[src/verilog/adc_io_pkg.sv]
// Behaviour
// - After reset the enable bit is low; every write except to offset 0 is dropped, but reads still work.
// - Offset 0 bit 0 writes enable or disable I/O; register reads back.
// - Offset 0xD0 reads result bits 7 to 0.
// - Offset 0xD4 reads result bits 11 to 8 low, busy status in bit 4.
// - Status reads 1 while converting and 0 once finished.
// - Result is 12 bits: high nibble joined above the low byte.
// - Write to 0xE0 selects channel 0 to 31 from five low bits.
// - Write to 0xE4 sets gain code from three low bits, codes 0 to 4; codes 5 to 7 are also stored as written.
// - Any write to 0xF0 while enabled starts one conversion, before data is read.
// - Result offsets are read-only; channel, gain, trigger offsets write-only.
package adc_io_pkg;
	localparam logic [7:0] OFS_IO_ENABLE_CONTROL = 8'h00;
	localparam logic [7:0] OFS_RESULT_LOW = 8'hD0;
	localparam logic [7:0] OFS_RESULT_HIGH_STATUS = 8'hD4;
	localparam logic [7:0] OFS_CHANNEL_SELECT = 8'hE0;
	localparam logic [7:0] OFS_GAIN_CODE = 8'hE4;
	localparam logic [7:0] OFS_TRIGGER = 8'hF0;
	localparam int ENABLE_BIT = 0;
	localparam int STATUS_BIT = 4;
	localparam int CHANNEL_W = 5;
	localparam int GAIN_W = 3;
	localparam int RESULT_W = 12;
	localparam logic RST_ENABLE = 1'b0;
	localparam logic [4:0] RST_CHANNEL = 5'h00;
	localparam logic [2:0] RST_GAIN = 3'h0;
	localparam logic [11:0] RST_RESULT = 12'h000;
	localparam logic [2:0] GAIN_CODE_MAX = 3'h4;
endpackage

[src/verilog/adc_conv_sync.sv]
`timescale 1ns/10ps
`default_nettype none
// Brings the converter's done level and data into the core clock domain.
// Data passes two stages every cycle beside done; the register logic only takes it once done is seen high.
module adc_conv_sync (
	// Clock and reset
	input wire logic i_core_clk,
	input wire logic i_rst,
	input wire logic i_ce,
	// Converter side
	input wire logic i_conv_done,
	input wire logic [11:0] i_conv_data,
	// Core side
	output logic o_done_sync,
	output logic [11:0] o_data_sync
);
	logic done_meta_r;
	logic [11:0] data_meta_r;

	always_ff @(posedge i_core_clk or posedge i_rst) begin
		if (i_rst) begin
			done_meta_r <= 1'b0;
			o_done_sync <= 1'b0;
			data_meta_r <= adc_io_pkg::RST_RESULT;
			o_data_sync <= adc_io_pkg::RST_RESULT;
		end else if (i_ce) begin
			done_meta_r <= i_conv_done;
			o_done_sync <= done_meta_r;
			data_meta_r <= i_conv_data;
			o_data_sync <= data_meta_r;
		end
	end
endmodule
`default_nettype wire

[src/verilog/adc_io_regs.sv]
`timescale 1ns/10ps
`default_nettype none
// Register logic of a software-triggered 12-bit converter card, reached by
// byte I/O reads and writes at offsets from the card's base.
module adc_io_regs (
	// Clock, reset, enable
	input wire logic i_core_clk,
	input wire logic i_rst,
	input wire logic i_ce,
	// Host byte I/O port
	input wire logic [7:0] i_io_addr,
	input wire logic i_io_wr,
	input wire logic i_io_rd,
	input wire logic [7:0] i_io_wdata,
	output logic [7:0] o_io_rdata,
	// Converter front end
	input wire logic i_conv_done,
	input wire logic [11:0] i_conv_data,
	output logic o_conv_start,
	output logic [4:0] o_channel_select,
	output logic [2:0] o_programmable_amplifier_gain,
	output logic o_io_enabled_n_high
);
	typedef enum logic [1:0] {
		CONV_IDLE,
		CONV_WAIT_BUSY,
		CONV_WAIT_DONE
	} conv_state_e;

	conv_state_e conv_state_r;
	logic enable_r;
	logic [4:0] channel_r;
	logic [2:0] gain_r;
	logic [11:0] result_r;
	logic busy_r;
	logic done_sync;
	logic [11:0] data_sync;
	logic wr_ok;
	logic trig_wr;
	logic wr_enable_ctl;
	logic wr_channel;
	logic wr_gain;
	logic conv_finish;
	conv_state_e conv_state_nxt;
	logic [7:0] rdata_nxt;

	function automatic logic hit(input logic [7:0] a, input logic [7:0] ofs);
		hit = (a == ofs);
	endfunction

	adc_conv_sync u_sync (
		.i_core_clk(i_core_clk),
		.i_rst(i_rst),
		.i_ce(i_ce),
		.i_conv_done(i_conv_done),
		.i_conv_data(i_conv_data),
		.o_done_sync(done_sync),
		.o_data_sync(data_sync)
	);

	// Write decode. Only the enable register answers while the enable bit is
	// low; every other write is dropped, so a card left disabled can neither
	// start a conversion nor move the channel or gain outputs.
	assign wr_ok = i_io_wr && enable_r;
	assign wr_enable_ctl = i_io_wr && hit(i_io_addr, adc_io_pkg::OFS_IO_ENABLE_CONTROL);
	assign wr_channel = wr_ok && hit(i_io_addr, adc_io_pkg::OFS_CHANNEL_SELECT);
	assign wr_gain = wr_ok && hit(i_io_addr, adc_io_pkg::OFS_GAIN_CODE);
	assign trig_wr = wr_ok && hit(i_io_addr, adc_io_pkg::OFS_TRIGGER);
	// Writes to the result offsets or to unmapped offsets match no strobe and are lost.

	always_ff @(posedge i_core_clk or posedge i_rst) begin
		if (i_rst) begin
			enable_r <= adc_io_pkg::RST_ENABLE;
		end else if (i_ce && wr_enable_ctl) begin
			enable_r <= i_io_wdata[adc_io_pkg::ENABLE_BIT];
		end
	end

	always_ff @(posedge i_core_clk or posedge i_rst) begin
		if (i_rst) begin
			channel_r <= adc_io_pkg::RST_CHANNEL;
		end else if (i_ce && wr_channel) begin
			channel_r <= i_io_wdata[adc_io_pkg::CHANNEL_W-1:0];
		end
	end

	// Codes above the largest gain are kept as written; the amplifier decides.
	always_ff @(posedge i_core_clk or posedge i_rst) begin
		if (i_rst) begin
			gain_r <= adc_io_pkg::RST_GAIN;
		end else if (i_ce && wr_gain) begin
			gain_r <= i_io_wdata[adc_io_pkg::GAIN_W-1:0];
		end
	end

	// Conversion sequence. A trigger sends one start pulse and then waits for
	// the converter to drop its done level before a high done counts again, so
	// a stale done level from the previous conversion cannot end this one.
	// The done level and the data both pass the two-stage synchroniser; the
	// data is only taken once done has been seen high, when the converter
	// holds it still. The cost is a few cycles of latency per conversion,
	// which is small against the converter's own conversion time.
	always_comb begin
		conv_state_nxt = conv_state_r;
		if (trig_wr) begin
			conv_state_nxt = CONV_WAIT_BUSY;
		end else begin
			case (conv_state_r)
				CONV_IDLE: begin
					conv_state_nxt = CONV_IDLE;
				end
				CONV_WAIT_BUSY: begin
					if (!done_sync) begin
						conv_state_nxt = CONV_WAIT_DONE;
					end
				end
				CONV_WAIT_DONE: begin
					if (done_sync) begin
						conv_state_nxt = CONV_IDLE;
					end
				end
				default: begin
					conv_state_nxt = CONV_IDLE;
				end
			endcase
		end
	end

	// A retrigger in the cycle a conversion finishes wins; that result is dropped.
	assign conv_finish = !trig_wr && (conv_state_r == CONV_WAIT_DONE) && done_sync;

	always_ff @(posedge i_core_clk or posedge i_rst) begin
		if (i_rst) begin
			conv_state_r <= CONV_IDLE;
		end else if (i_ce) begin
			conv_state_r <= conv_state_nxt;
		end
	end

	// Set wins over clear, so a retrigger keeps the card busy.
	always_ff @(posedge i_core_clk or posedge i_rst) begin
		if (i_rst) begin
			busy_r <= 1'b0;
		end else if (i_ce) begin
			if (trig_wr) begin
				busy_r <= 1'b1;
			end else if (conv_finish) begin
				busy_r <= 1'b0;
			end
		end
	end

	// The result only moves when a conversion completes, so the host can still
	// read the previous result while a new conversion is under way.
	always_ff @(posedge i_core_clk or posedge i_rst) begin
		if (i_rst) begin
			result_r <= adc_io_pkg::RST_RESULT;
		end else if (i_ce && conv_finish) begin
			result_r <= data_sync;
		end
	end

	// One-cycle start pulse, raised only for a trigger that passed the enable gate.
	always_ff @(posedge i_core_clk or posedge i_rst) begin
		if (i_rst) begin
			o_conv_start <= 1'b0;
		end else if (i_ce) begin
			o_conv_start <= trig_wr;
		end
	end

	// Reads are not gated by the enable bit, so the host can always check it.
	// Write-only and unmapped offsets read as zero.
	always_comb begin
		rdata_nxt = 8'h00;
		if (i_io_rd) begin
			case (i_io_addr)
				adc_io_pkg::OFS_IO_ENABLE_CONTROL: begin
					rdata_nxt = {7'h00, enable_r};
				end
				adc_io_pkg::OFS_RESULT_LOW: begin
					rdata_nxt = result_r[7:0];
				end
				adc_io_pkg::OFS_RESULT_HIGH_STATUS: begin
					rdata_nxt = {3'h0, busy_r, result_r[11:8]};
				end
				default: begin
					rdata_nxt = 8'h00;
				end
			endcase
		end
	end

	always_ff @(posedge i_core_clk or posedge i_rst) begin
		if (i_rst) begin
			o_io_rdata <= 8'h00;
		end else if (i_ce) begin
			o_io_rdata <= rdata_nxt;
		end
	end

	always_ff @(posedge i_core_clk or posedge i_rst) begin
		if (i_rst) begin
			o_channel_select <= adc_io_pkg::RST_CHANNEL;
			o_programmable_amplifier_gain <= adc_io_pkg::RST_GAIN;
			o_io_enabled_n_high <= adc_io_pkg::RST_ENABLE;
		end else if (i_ce) begin
			o_channel_select <= channel_r;
			o_programmable_amplifier_gain <= gain_r;
			o_io_enabled_n_high <= enable_r;
		end
	end
endmodule
`default_nettype wire

[config.mk]
export PLATFORM = sky130hd
export DESIGN_NAME = adc_io_regs
export DESIGN_NICKNAME = d
export VERILOG_FILES = /design/src/verilog/adc_io_pkg.sv /design/src/verilog/adc_conv_sync.sv /design/src/verilog/adc_io_regs.sv
export SDC_FILE = /design/constraint.sdc
export NUM_CORES = 1
export LEC_CHECK = 0
export BUFFER_PORTS_ARGS = -buffer_cell sky130_fd_sc_hd__buf_2
export CAP_MARGIN = 10
export CORE_ASPECT_RATIO = 2
export CORE_MARGIN = 3
export CORE_UTILIZATION = 45
export DETAILED_ROUTE_END_ITERATION = 10
export PLACE_DENSITY = 0.7
export SKIP_CTS_REPAIR_TIMING = 1
export SYNTH_ARGS = -nofsm -noshare
export SYNTH_HDL_FRONTEND = slang
export SYNTH_SLANG_ARGS = --single-unit
[constraint.sdc]
create_clock -name i_core_clk -period 6.4 [get_ports i_core_clk]
set_input_delay 0.96 -clock i_core_clk [delete_from_list [all_inputs] [get_ports i_core_clk]]
set_output_delay 0.96 -clock i_core_clk [all_outputs]
set_load 0.005 [all_outputs]
Word-level counts from Yosys, hierarchy flattened:

Cells that the tools add are included.
Widths: inputs -> output; s select.

* equality and inequality tests: 9
* multiplexer cells: 8
* reduce and logical (&&, ||, !) cells: 16

Operator list (number)
* $eq 8x8->1 const B: 5
* $pmux 8 s3: 1
* $logic_and 1x1->1: 11
* $logic_not 8->1: 1
* $mux 8: 1
* $mux 2: 3
* $pmux 2 s2: 1
* $ne 3x2->1 const B: 1
* $ne 3x3->1 const B: 1
* $reduce_and 3->1: 1
* $eq 2x1->1 const B: 1
* $eq 2x2->1 const B: 1
* $mux 1: 2
* $reduce_and 2->1: 1
* $reduce_bool 2->1: 1
* $logic_not 1->1: 1

* register bits after elaboration: 68
* input port bits: 34
* output and inout bits: 18
* word-level logic and storage cells: 48

Longest topological paths before layout:

Gate-level depths: netlist (run 1).

* depth in word-level cells: 7
* depth in mapped cells: 6
* depth with buffers taken out: 4

Hierarchy:

A second synthesis (run 1) with hierarchy kept.

* cell total of the unflattened synthesis: 178
* area, all modules: 2856.5 um^2

By module, submodules not included
* adc_io_regs: instances 1, cells each 122, area each 1783.0 um^2, seq. area each 1051.0 um^2
* adc_conv_sync: instances 1, cells each 56, area each 1073.5 um^2, seq. area each 650.6 um^2

Least setup slack after synthesis (run 1):

Ideal clock, no wire load.

* path type: input to register
* from: in i_io_addr[2]
* to: reg result_r[0]
* setup time: 125 ps
* data arrival time: 2399 ps
* required time: 6275 ps
* path slack: 3876 ps
* stages: 6
* path buffers: 2
* cells stage by stage: buf_6 or4_4 nor3_4 nor2_2 buf_6 mux2_4

* longest elaborated chain between the ends: 6

Ends and longest elaborated chain
* start, declared: RTL line adc_io_regs.sv:11 `input wire logic [7:0] i_io_addr,`
* $eq 8x8->1: RTL line adc_io_regs.sv:48 `hit = (a == ofs);`
* $logic_and 1x1->1: RTL line adc_io_regs.sv:68 `assign trig_wr = wr_ok && hit(i_io_addr, adc_io_pkg::OFS_TRIGGER);`
* $logic_not 1->1: RTL line adc_io_regs.sv:130 `assign conv_finish = !trig_wr && (conv_state_r == CONV_WAIT_DONE) && done_sync;`
* $logic_and 1x1->1 (2 in series): RTL line adc_io_regs.sv:130
* $logic_and 1x1->1: RTL line adc_io_regs.sv:158 `end else if (i_ce && conv_finish) begin`
* end signal, assigned: RTL line adc_io_regs.sv:157 `result_r <= adc_io_pkg::RST_RESULT;`
* end signal, assigned: RTL line adc_io_regs.sv:159 `result_r <= data_sync;`
* end, declared: RTL line adc_io_regs.sv:34 `logic [11:0] result_r;`

Every way passes these cells.
A chain may end at the register's enable or synchronous reset.

Worst setup path after layout (run 1):

* from: in i_ce
* to: reg result_r[10]

* longest elaborated chain between the ends: 1

Ends and longest elaborated chain
* start, declared: RTL line adc_io_regs.sv:9 `input wire logic i_ce,`
* $logic_and 1x1->1: RTL line adc_io_regs.sv:158

Every way passes these cells.

==> results.py, run 1 <==
metrics = {
    "global_routing": {
        "grt_pass1_wl_microns": 8190,
        "gr-total-overflow": 0,
        "grt_max_degree": 69,
        "grt_antenna_before_repair": 0,
        "grt_usage_pct": 15.57,
        "grt_pass1_vias": 1715,
    },
    "sta": {
        "fin_crit_sh_pct": 45.97,
        "slew_violations": 0,
        "setup_ws_ps": 3458,
        "setup_viol": 0,
        "period_minus_slack_ps": 2942,
        "slew_headroom_pct": 44.54,
        "final_hold_viol_count": 0,
        "finalClockSkew_ps": 6.210,
        "max_freq_mhz": 339.9,
        "worst_pin_slew_ps": 831.9,
        "setup_tns_ps": 0,
        "hold_ws_ps": 486.7,
        "rsz0062_at_grt": "no",
    },
    "synthesis": {
        "synth_edf_count": 0,
        "synth_area_sq_um": 2774,
        "synth_flop_cell": "dfrtp_1",
        "synth_top_cell_by_area": "dfrtp_1",
        "yosysWarnings": 0,
        "ys_ff_latch": 68,
        "syn_nets": 227,
        "synthArstFlopShare_pct": 100.0,
        "yosysTopAreaCellShare_pct": 61.34,
        "syn_area_per_cell_sq_um": 14.37,
        "synth.distinct_cells": 26,
        "netlist_instances": 193,
        "yosysSeqAreaShare_pct": 61.34,
        "yosys-top-cells-area": "dfrtp_1 (61%), mux2_2 (18%), mux2_4 (5.4%), nand2_1 (2.2%), o22ai_1 (1.6%)",
    },
    "clock_network": {
        "root_buffer": "clkbuf_16",
        "cts_buffer_depth": 2,
        "ctsHtreeMaxLevel": 3,
        "cts.clk_slew.worst_paths_ps": 50,
        "cts_tree": "yes",
        "clock-sinks": 68,
        "cts_buffers": 9,
        "clkLatencyLatePin_ps": 320,
    },
    "placement": {
        "gp_congestion": 0.7426,
        "place_ws_ps": 3112,
        "dp_hpwl_microns": 3407,
        "port_buffers": 48,
        "placed_area_sq_um": 3060,
    },
    "die": {
        "dieArea_sq_um": 7199,
        "initial_core_util_pct": 47.37,
        "die_w_microns": 61.52,
        "rows": 39,
        "die_y_microns": 117.0,
        "pin_count": 52,
        "core_area_sq_um": 5856,
    },
    "worst_setup_path": {
        "crit_path_cell_trace": "buf_2 -> buf_4 -> nand4b_1 -> nor2_2 -> mux2_2",
        "rr_endpoint": "result_r[10]",
        "r2r_setup_slack_ps": 4470,
        "ff2ff_path_depth": 4,
        "cp_data_required_time_ps": 6600,
        "r2r_start": "enable_r",
        "arrival_ps": 3140,
        "worstSetupStartpoint": "i_ce",
        "worst_path_largest_cell_delay_ps": 670,
        "startpoint_type": "input port",
        "endpoint_kind": "flip-flop",
        "worst-path-max-fanout": 32,
        "crit_type": "input port to flip-flop",
        "cp_slowest_cell": "nor2_2",
    },
    "power": {
        "switching_share_pct": 21.42,
        "p_int_w": 0.0007467,
        "power.density_nw_per_um2": 285.4,
        "pwr-share-seq_pct": 48.7,
        "combPwrFrac_pct": 5.7,
        "p_leak_nw": 1.671,
        "switchingPower_w": 0.0002036,
        "p_clk_share_pct": 45.6,
        "ir_drop_mv": 0.1905,
    },
    "route": {
        "wirelength_microns": 4795,
        "ant_nets": 0,
        "drt-pass1-iter-count": 5,
        "drt-initial-drc-count": 29,
        "wire_per_inst_microns": 15.37,
        "drc": 0,
        "viasPerCell": 5.288,
        "num_vias": 1650,
    },
    "worst_hold_path": {
        "worstHoldEndpoint": "busy_r",
        "hold_class": "flip-flop to flip-flop",
        "min-delay-start": "busy_r",
        "whs_path_depth": 2,
    },
    "run_status": {
        "status": "complete, no violations",
    },
    "finish": {
        "diodes": 0,
        "final_common_cell": "dfrtp_1",
        "mostFrequentLayoutCells": "dfrtp_1 (68), buf_2 (48), mux2_2 (45)",
        "postLayoutCoreUtil_pct": 56.86,
        "nets": 280,
        "synthToLayoutAreaGrowth_pct": 20.03,
        "layout-drive-gt1-share_pct": 50.20,
        "design_area_sq_um": 3329,
    },
    "run": {
        "max_cap_viol_count": 0,
    },
}
layout make-up:
class | count | area [sq um]
Fill cell | 517 | 2526
Tap cell | 61 | 76.32
Inverter | 10 | 37.54
Sequential cell | 68 | 1702
Timing Repair Buffer | 50 | 255.2
Clock buffer | 10 | 239.0
Multi-Input combinational cell | 107 | 989.7
Clock inverter | 6 | 30.03
per-stage QoR:
stage | power (W) | cells
2_1_floorplan | 0.0005039 | 193
3_3_place_gp | 0.0005225 | 296
3_5_place_dp | 0.0005257 | 296
4_1_cts | 0.0009648 | 312
5_1_grt | 0.0009910 | 312
6_report | 0.0009503 | 312
kinds of logic (layout without fill, tap and decap cells):
group	Yosys count	after routing	synth area share [%]
and+or+nand+nor	33	33	7.082
muxes	59	59	25.12
DFF	68	68	61.34
AOI/OAI and AO/OA	15	15	3.473
buffers and inverters	18	76	2.977
how the worst max path moves through the flow:
stage,endpoint,slack (ps),depth (start not counted)
after CTS,result_r[10],3430,5
after global placement,result_r[11],3120,5
final,result_r[10],3460,5
after floorplan,busy_r,3730,1
after detailed placement,result_r[11],3110,5
after global routing,result_r[10],3290,5
worst max-delay path, delay by kind of cell:
family                 cells  cell delay, ps
muxes                      1             410
buffers and inverters      2             880
and+or+nand+nor            2             870
power by group through the flow:
| stage | logic, W | clock network, W | registers, W |
|---|---|---|---|
| floorplan | 0.0000381 | 0 | 0.000466 |
| global placement | 0.0000539 | 0 | 0.000469 |
| detailed placement | 0.0000558 | 0 | 0.000470 |
| CTS | 0.0000561 | 0.000446 | 0.000463 |
| global route | 0.0000616 | 0.000464 | 0.000465 |
| finish | 0.0000545 | 0.000433 | 0.000462 |
flip-flops by register name (all words and copies together) (netlist names):
| signal | cells |
|---|---|
| result_r | 12 |
| u_sync.data_meta_r | 12 |
| u_sync.o_data_sync | 12 |
| o_io_rdata | 8 |
| channel_r | 5 |
| o_channel_select | 5 |
| gain_r | 3 |
| o_programmable_amplifier_gain | 3 |
| conv_state_r | 2 |
| busy_r | 1 |
| enable_r | 1 |
| o_conv_start | 1 |
| o_io_enabled_n_high | 1 |
| u_sync.done_meta_r | 1 |
| u_sync.o_done_sync | 1 |
routing by layer:
metal | wire length, microns | global-route usage, % | share of wire, %
met5 | 0 | 0 | 0
met3 | 164 | 4.281 | 3.4
met4 | 110 | 8.074 | 2.3
met2 | 2574 | 24.00 | 54
met1 | 1946 | 19.58 | 41
cell usage after synthesis (all sizes together), types with 2 or more instances:
cell type and count:
nand4 2, inv 10, mux2 55, clkbuf 6, nand3 2, buf 2, nand2 16, nor3 2
nor4 5, o21ai 4, o22ai 7, dfrtp 68, nor2 2, mux2i 4
No activity file was read; power rests on OpenSTA's default activity.
==> run 2: changes to the inputs <==
--- a/config.mk
+++ b/config.mk
@@ -5,13 +5,14 @@
 export SDC_FILE = /design/constraint.sdc
 export NUM_CORES = 1
 export LEC_CHECK = 0
+export ABC_AREA = 1
 export BUFFER_PORTS_ARGS = -buffer_cell sky130_fd_sc_hd__buf_2
 export CAP_MARGIN = 10
 export CORE_ASPECT_RATIO = 2
 export CORE_MARGIN = 3
 export CORE_UTILIZATION = 45
 export DETAILED_ROUTE_END_ITERATION = 10
-export PLACE_DENSITY = 0.7
+export PLACE_DENSITY = 0.72
 export SKIP_CTS_REPAIR_TIMING = 1
 export SYNTH_ARGS = -nofsm -noshare
 export SYNTH_HDL_FRONTEND = slang
==> constraint.sdc (replaced) <==
create_clock -name i_core_clk -period 2.7 [get_ports i_core_clk]
set_input_delay 0.405 -clock i_core_clk [delete_from_list [all_inputs] [get_ports i_core_clk]]
set_output_delay 0.405 -clock i_core_clk [all_outputs]
set_load 0.005 [all_outputs]
==> results.py, run 2 <==
metrics = {
    "power": {
        "p_leak_nw": 1.913,
        "power.density_nw_per_um2": 676.7,
        "ir_drop_mv": 0.4710,
        "finalPower_w": 0.002356,
    },
    "sta": {
        "slew_headroom_pct": 43.61,
        "worst_pin_slew_ps": 845.8,
        "setup_viol": 0,
        "fin_crit_sh_pct": 53.88,
        "finalClockSkew_ps": 2.248,
        "max_freq_mhz": 687.4,
        "period_minus_slack_ps": 1455,
        "slew_violations": 0,
        "final_hold_viol_count": 0,
        "setup_tns_ps": 0,
        "rsz0062_at_grt": "no",
        "hold_ws_ps": 283.4,
    },
    "die": {
        "initial_core_util_pct": 47.23,
        "die_y_microns": 119.2,
        "pin_count": 52,
        "die_w_microns": 62.61,
        "core_area_sq_um": 6106,
        "dieArea_sq_um": 7463,
        "rows": 40,
    },
    "synthesis": {
        "synth_area_sq_um": 2884,
        "ys_ff_latch": 68,
        "synth_edf_count": 0,
        "syn_area_per_cell_sq_um": 8.874,
        "yosysTopAreaCellShare_pct": 59.00,
        "yosysMostFrequentCell": "nand2_1",
        "ys_top_cells_by_count": "nand2_1 (128), dfrtp_1 (68), o21ai_0 (36), inv_1 (29), nand3_1 (19)",
        "netlist_instances": 325,
        "synth_flop_cell": "dfrtp_1",
        "yosys-top-cells-area": "dfrtp_1 (59%), nand2_1 (17%), o21ai_0 (6.2%), inv_1 (3.8%), nand3_1 (3.3%)",
        "synth.distinct_cells": 24,
        "yosysSeqAreaShare_pct": 59.00,
        "yosysWarnings": 0,
        "syn_nets": 359,
        "synth_top_cell_by_area": "dfrtp_1",
        "synthArstFlopShare_pct": 100.0,
    },
    "finish": {
        "diodes": 0,
        "layout-drive-gt1-share_pct": 22.57,
        "nFillCells": 611,
        "final_common_cell": "nand2_1",
        "regArea_sq_um": 1702,
        "mostFrequentLayoutCells": "nand2_1 (128), dfrtp_1 (68), buf_2 (48)",
        "multi_input_area_sq_um": 1006,
        "synthToLayoutAreaGrowth_pct": 20.69,
        "nets": 411,
        "top_regs": "result_r (12), u_sync.data_meta_r (12), u_sync.o_data_sync (12)",
    },
    "worst_hold_path": {
        "worstHoldEndpoint": "u_sync.data_meta_r[11]",
        "whs_path_depth": 3,
        "hold_class": "input port to flip-flop",
        "min-delay-start": "i_conv_data[11]",
    },
    "clock_network": {
        "cts_tree": "yes",
        "cts_buffers": 9,
        "clkLatencyLatePin_ps": 330,
        "ctsHtreeMaxLevel": 3,
        "root_buffer": "clkbuf_16",
        "clock-sinks": 68,
        "cts.clk_slew.worst_paths_ps": 50,
        "cts_buffer_depth": 2,
    },
    "route": {
        "ant_nets": 0,
        "num_vias": 2239,
        "drc": 0,
        "drt-initial-drc-count": 64,
        "viasPerCell": 4.815,
        "wire_per_inst_microns": 12.70,
        "wirelength_microns": 5906,
        "drt-pass1-iter-count": 4,
    },
    "run_status": {
        "status": "complete, no violations",
    },
    "run": {
        "max_cap_viol_count": 0,
    },
    "worst_setup_path": {
        "startpoint_type": "input port",
        "r2r_setup_slack_ps": 1380,
        "endpoint_kind": "flip-flop",
        "cp_data_required_time_ps": 2930,
        "worst-path-max-fanout": 28,
        "arrival_ps": 1690,
        "crit_type": "input port to flip-flop",
        "rr_endpoint": "result_r[11]",
        "ff2ff_path_depth": 5,
        "r2r_start": "conv_state_r[1]",
    },
    "global_routing": {
        "grt_pass1_vias": 2368,
        "grt_max_degree": 69,
        "grt_pass1_wl_microns": 10490,
        "grt_antenna_before_repair": 0,
        "grt_usage_pct": 18.05,
        "gr-total-overflow": 0,
    },
    "placement": {
        "port_buffers": 48,
        "dp_hpwl_microns": 4160,
        "gp_congestion": 0.7893,
    },
}
[run 2: cell families (layout without fill, tap and decap cells)]
| group | Yosys count | count (layout) | synth area share (%) |
|---|---|---|---|
| and+or+nand+nor | 172 | 172 | 26.46 |
| AOI/OAI and AO/OA | 44 | 44 | 8.416 |
| DFF | 68 | 68 | 59.00 |
| buffers and inverters | 41 | 97 | 6.117 |
[run 2: layer usage]
| layer | share of wire [%] | vias up | wire length (microns) | global-route usage (%) |
|---|---|---|---|---|
| met5 | 0 | - | 0 | 0 |
| met4 | 2.5 | 0 | 145 | 9.682 |
| met3 | 4.6 | 12 | 270 | 5.377 |
| met2 | 52 | 53 | 3092 | 30.37 |
| met1 | 41 | 1053 | 2397 | 20.28 |
| li1 | - | 1121 | - | - |
[run 2: worst max path at each step]
stage          startpoint                     to  slack [ps]  cells past startpoint
6_report             i_ce  u_sync.o_data_sync[1]        1250                      4
2_1_floorplan       i_rst                 busy_r         580                      1
4_1_cts              i_ce  u_sync.o_data_sync[1]        1220                      4
3_5_place_dp         i_ce  u_sync.o_data_sync[3]         900                      5
3_3_place_gp         i_ce  u_sync.o_data_sync[3]         910                      5
5_1_grt              i_ce  u_sync.o_data_sync[1]        1040                      4
[run 2: stage by stage]
step           instances  util (%)  area, sq um  setup WS [ps]
2_1_floorplan        325         -         2884          583.5
3_3_place_gp         450     52.27         3192          913.5
3_5_place_dp         450     52.27         3192          905.0
4_1_cts              465     57.01         3481           1219
5_1_grt              465     57.01         3481           1043
6_report             465     57.01         3481           1245
[run 2: cell type report]
type                            count  area share [%]
Sequential cell                    68           48.89
Multi-Input combinational cell    216           28.90
Clock buffer                       14           8.160
Timing Repair Buffer               51           7.549
Inverter                           31           3.343
Tap cell                           84           3.019
Clock inverter                      1          0.1438
[run 2: worst max-delay path, cell delays in order]
cell and delay [ps]:
buf_2 410, inv_2 330, buf_4 300, o21ai_0 220
[run 2: power by group]
part / internal, W / leakage [nW] / switching, W
combinational: 0.0000518 / 0.907 / 0.0000986
sequential: 0.00107 / 0.861 / 0.0000274
clock: 0.000714 / 0.145 / 0.000391
total: 0.00184 / 1.91 / 0.000517
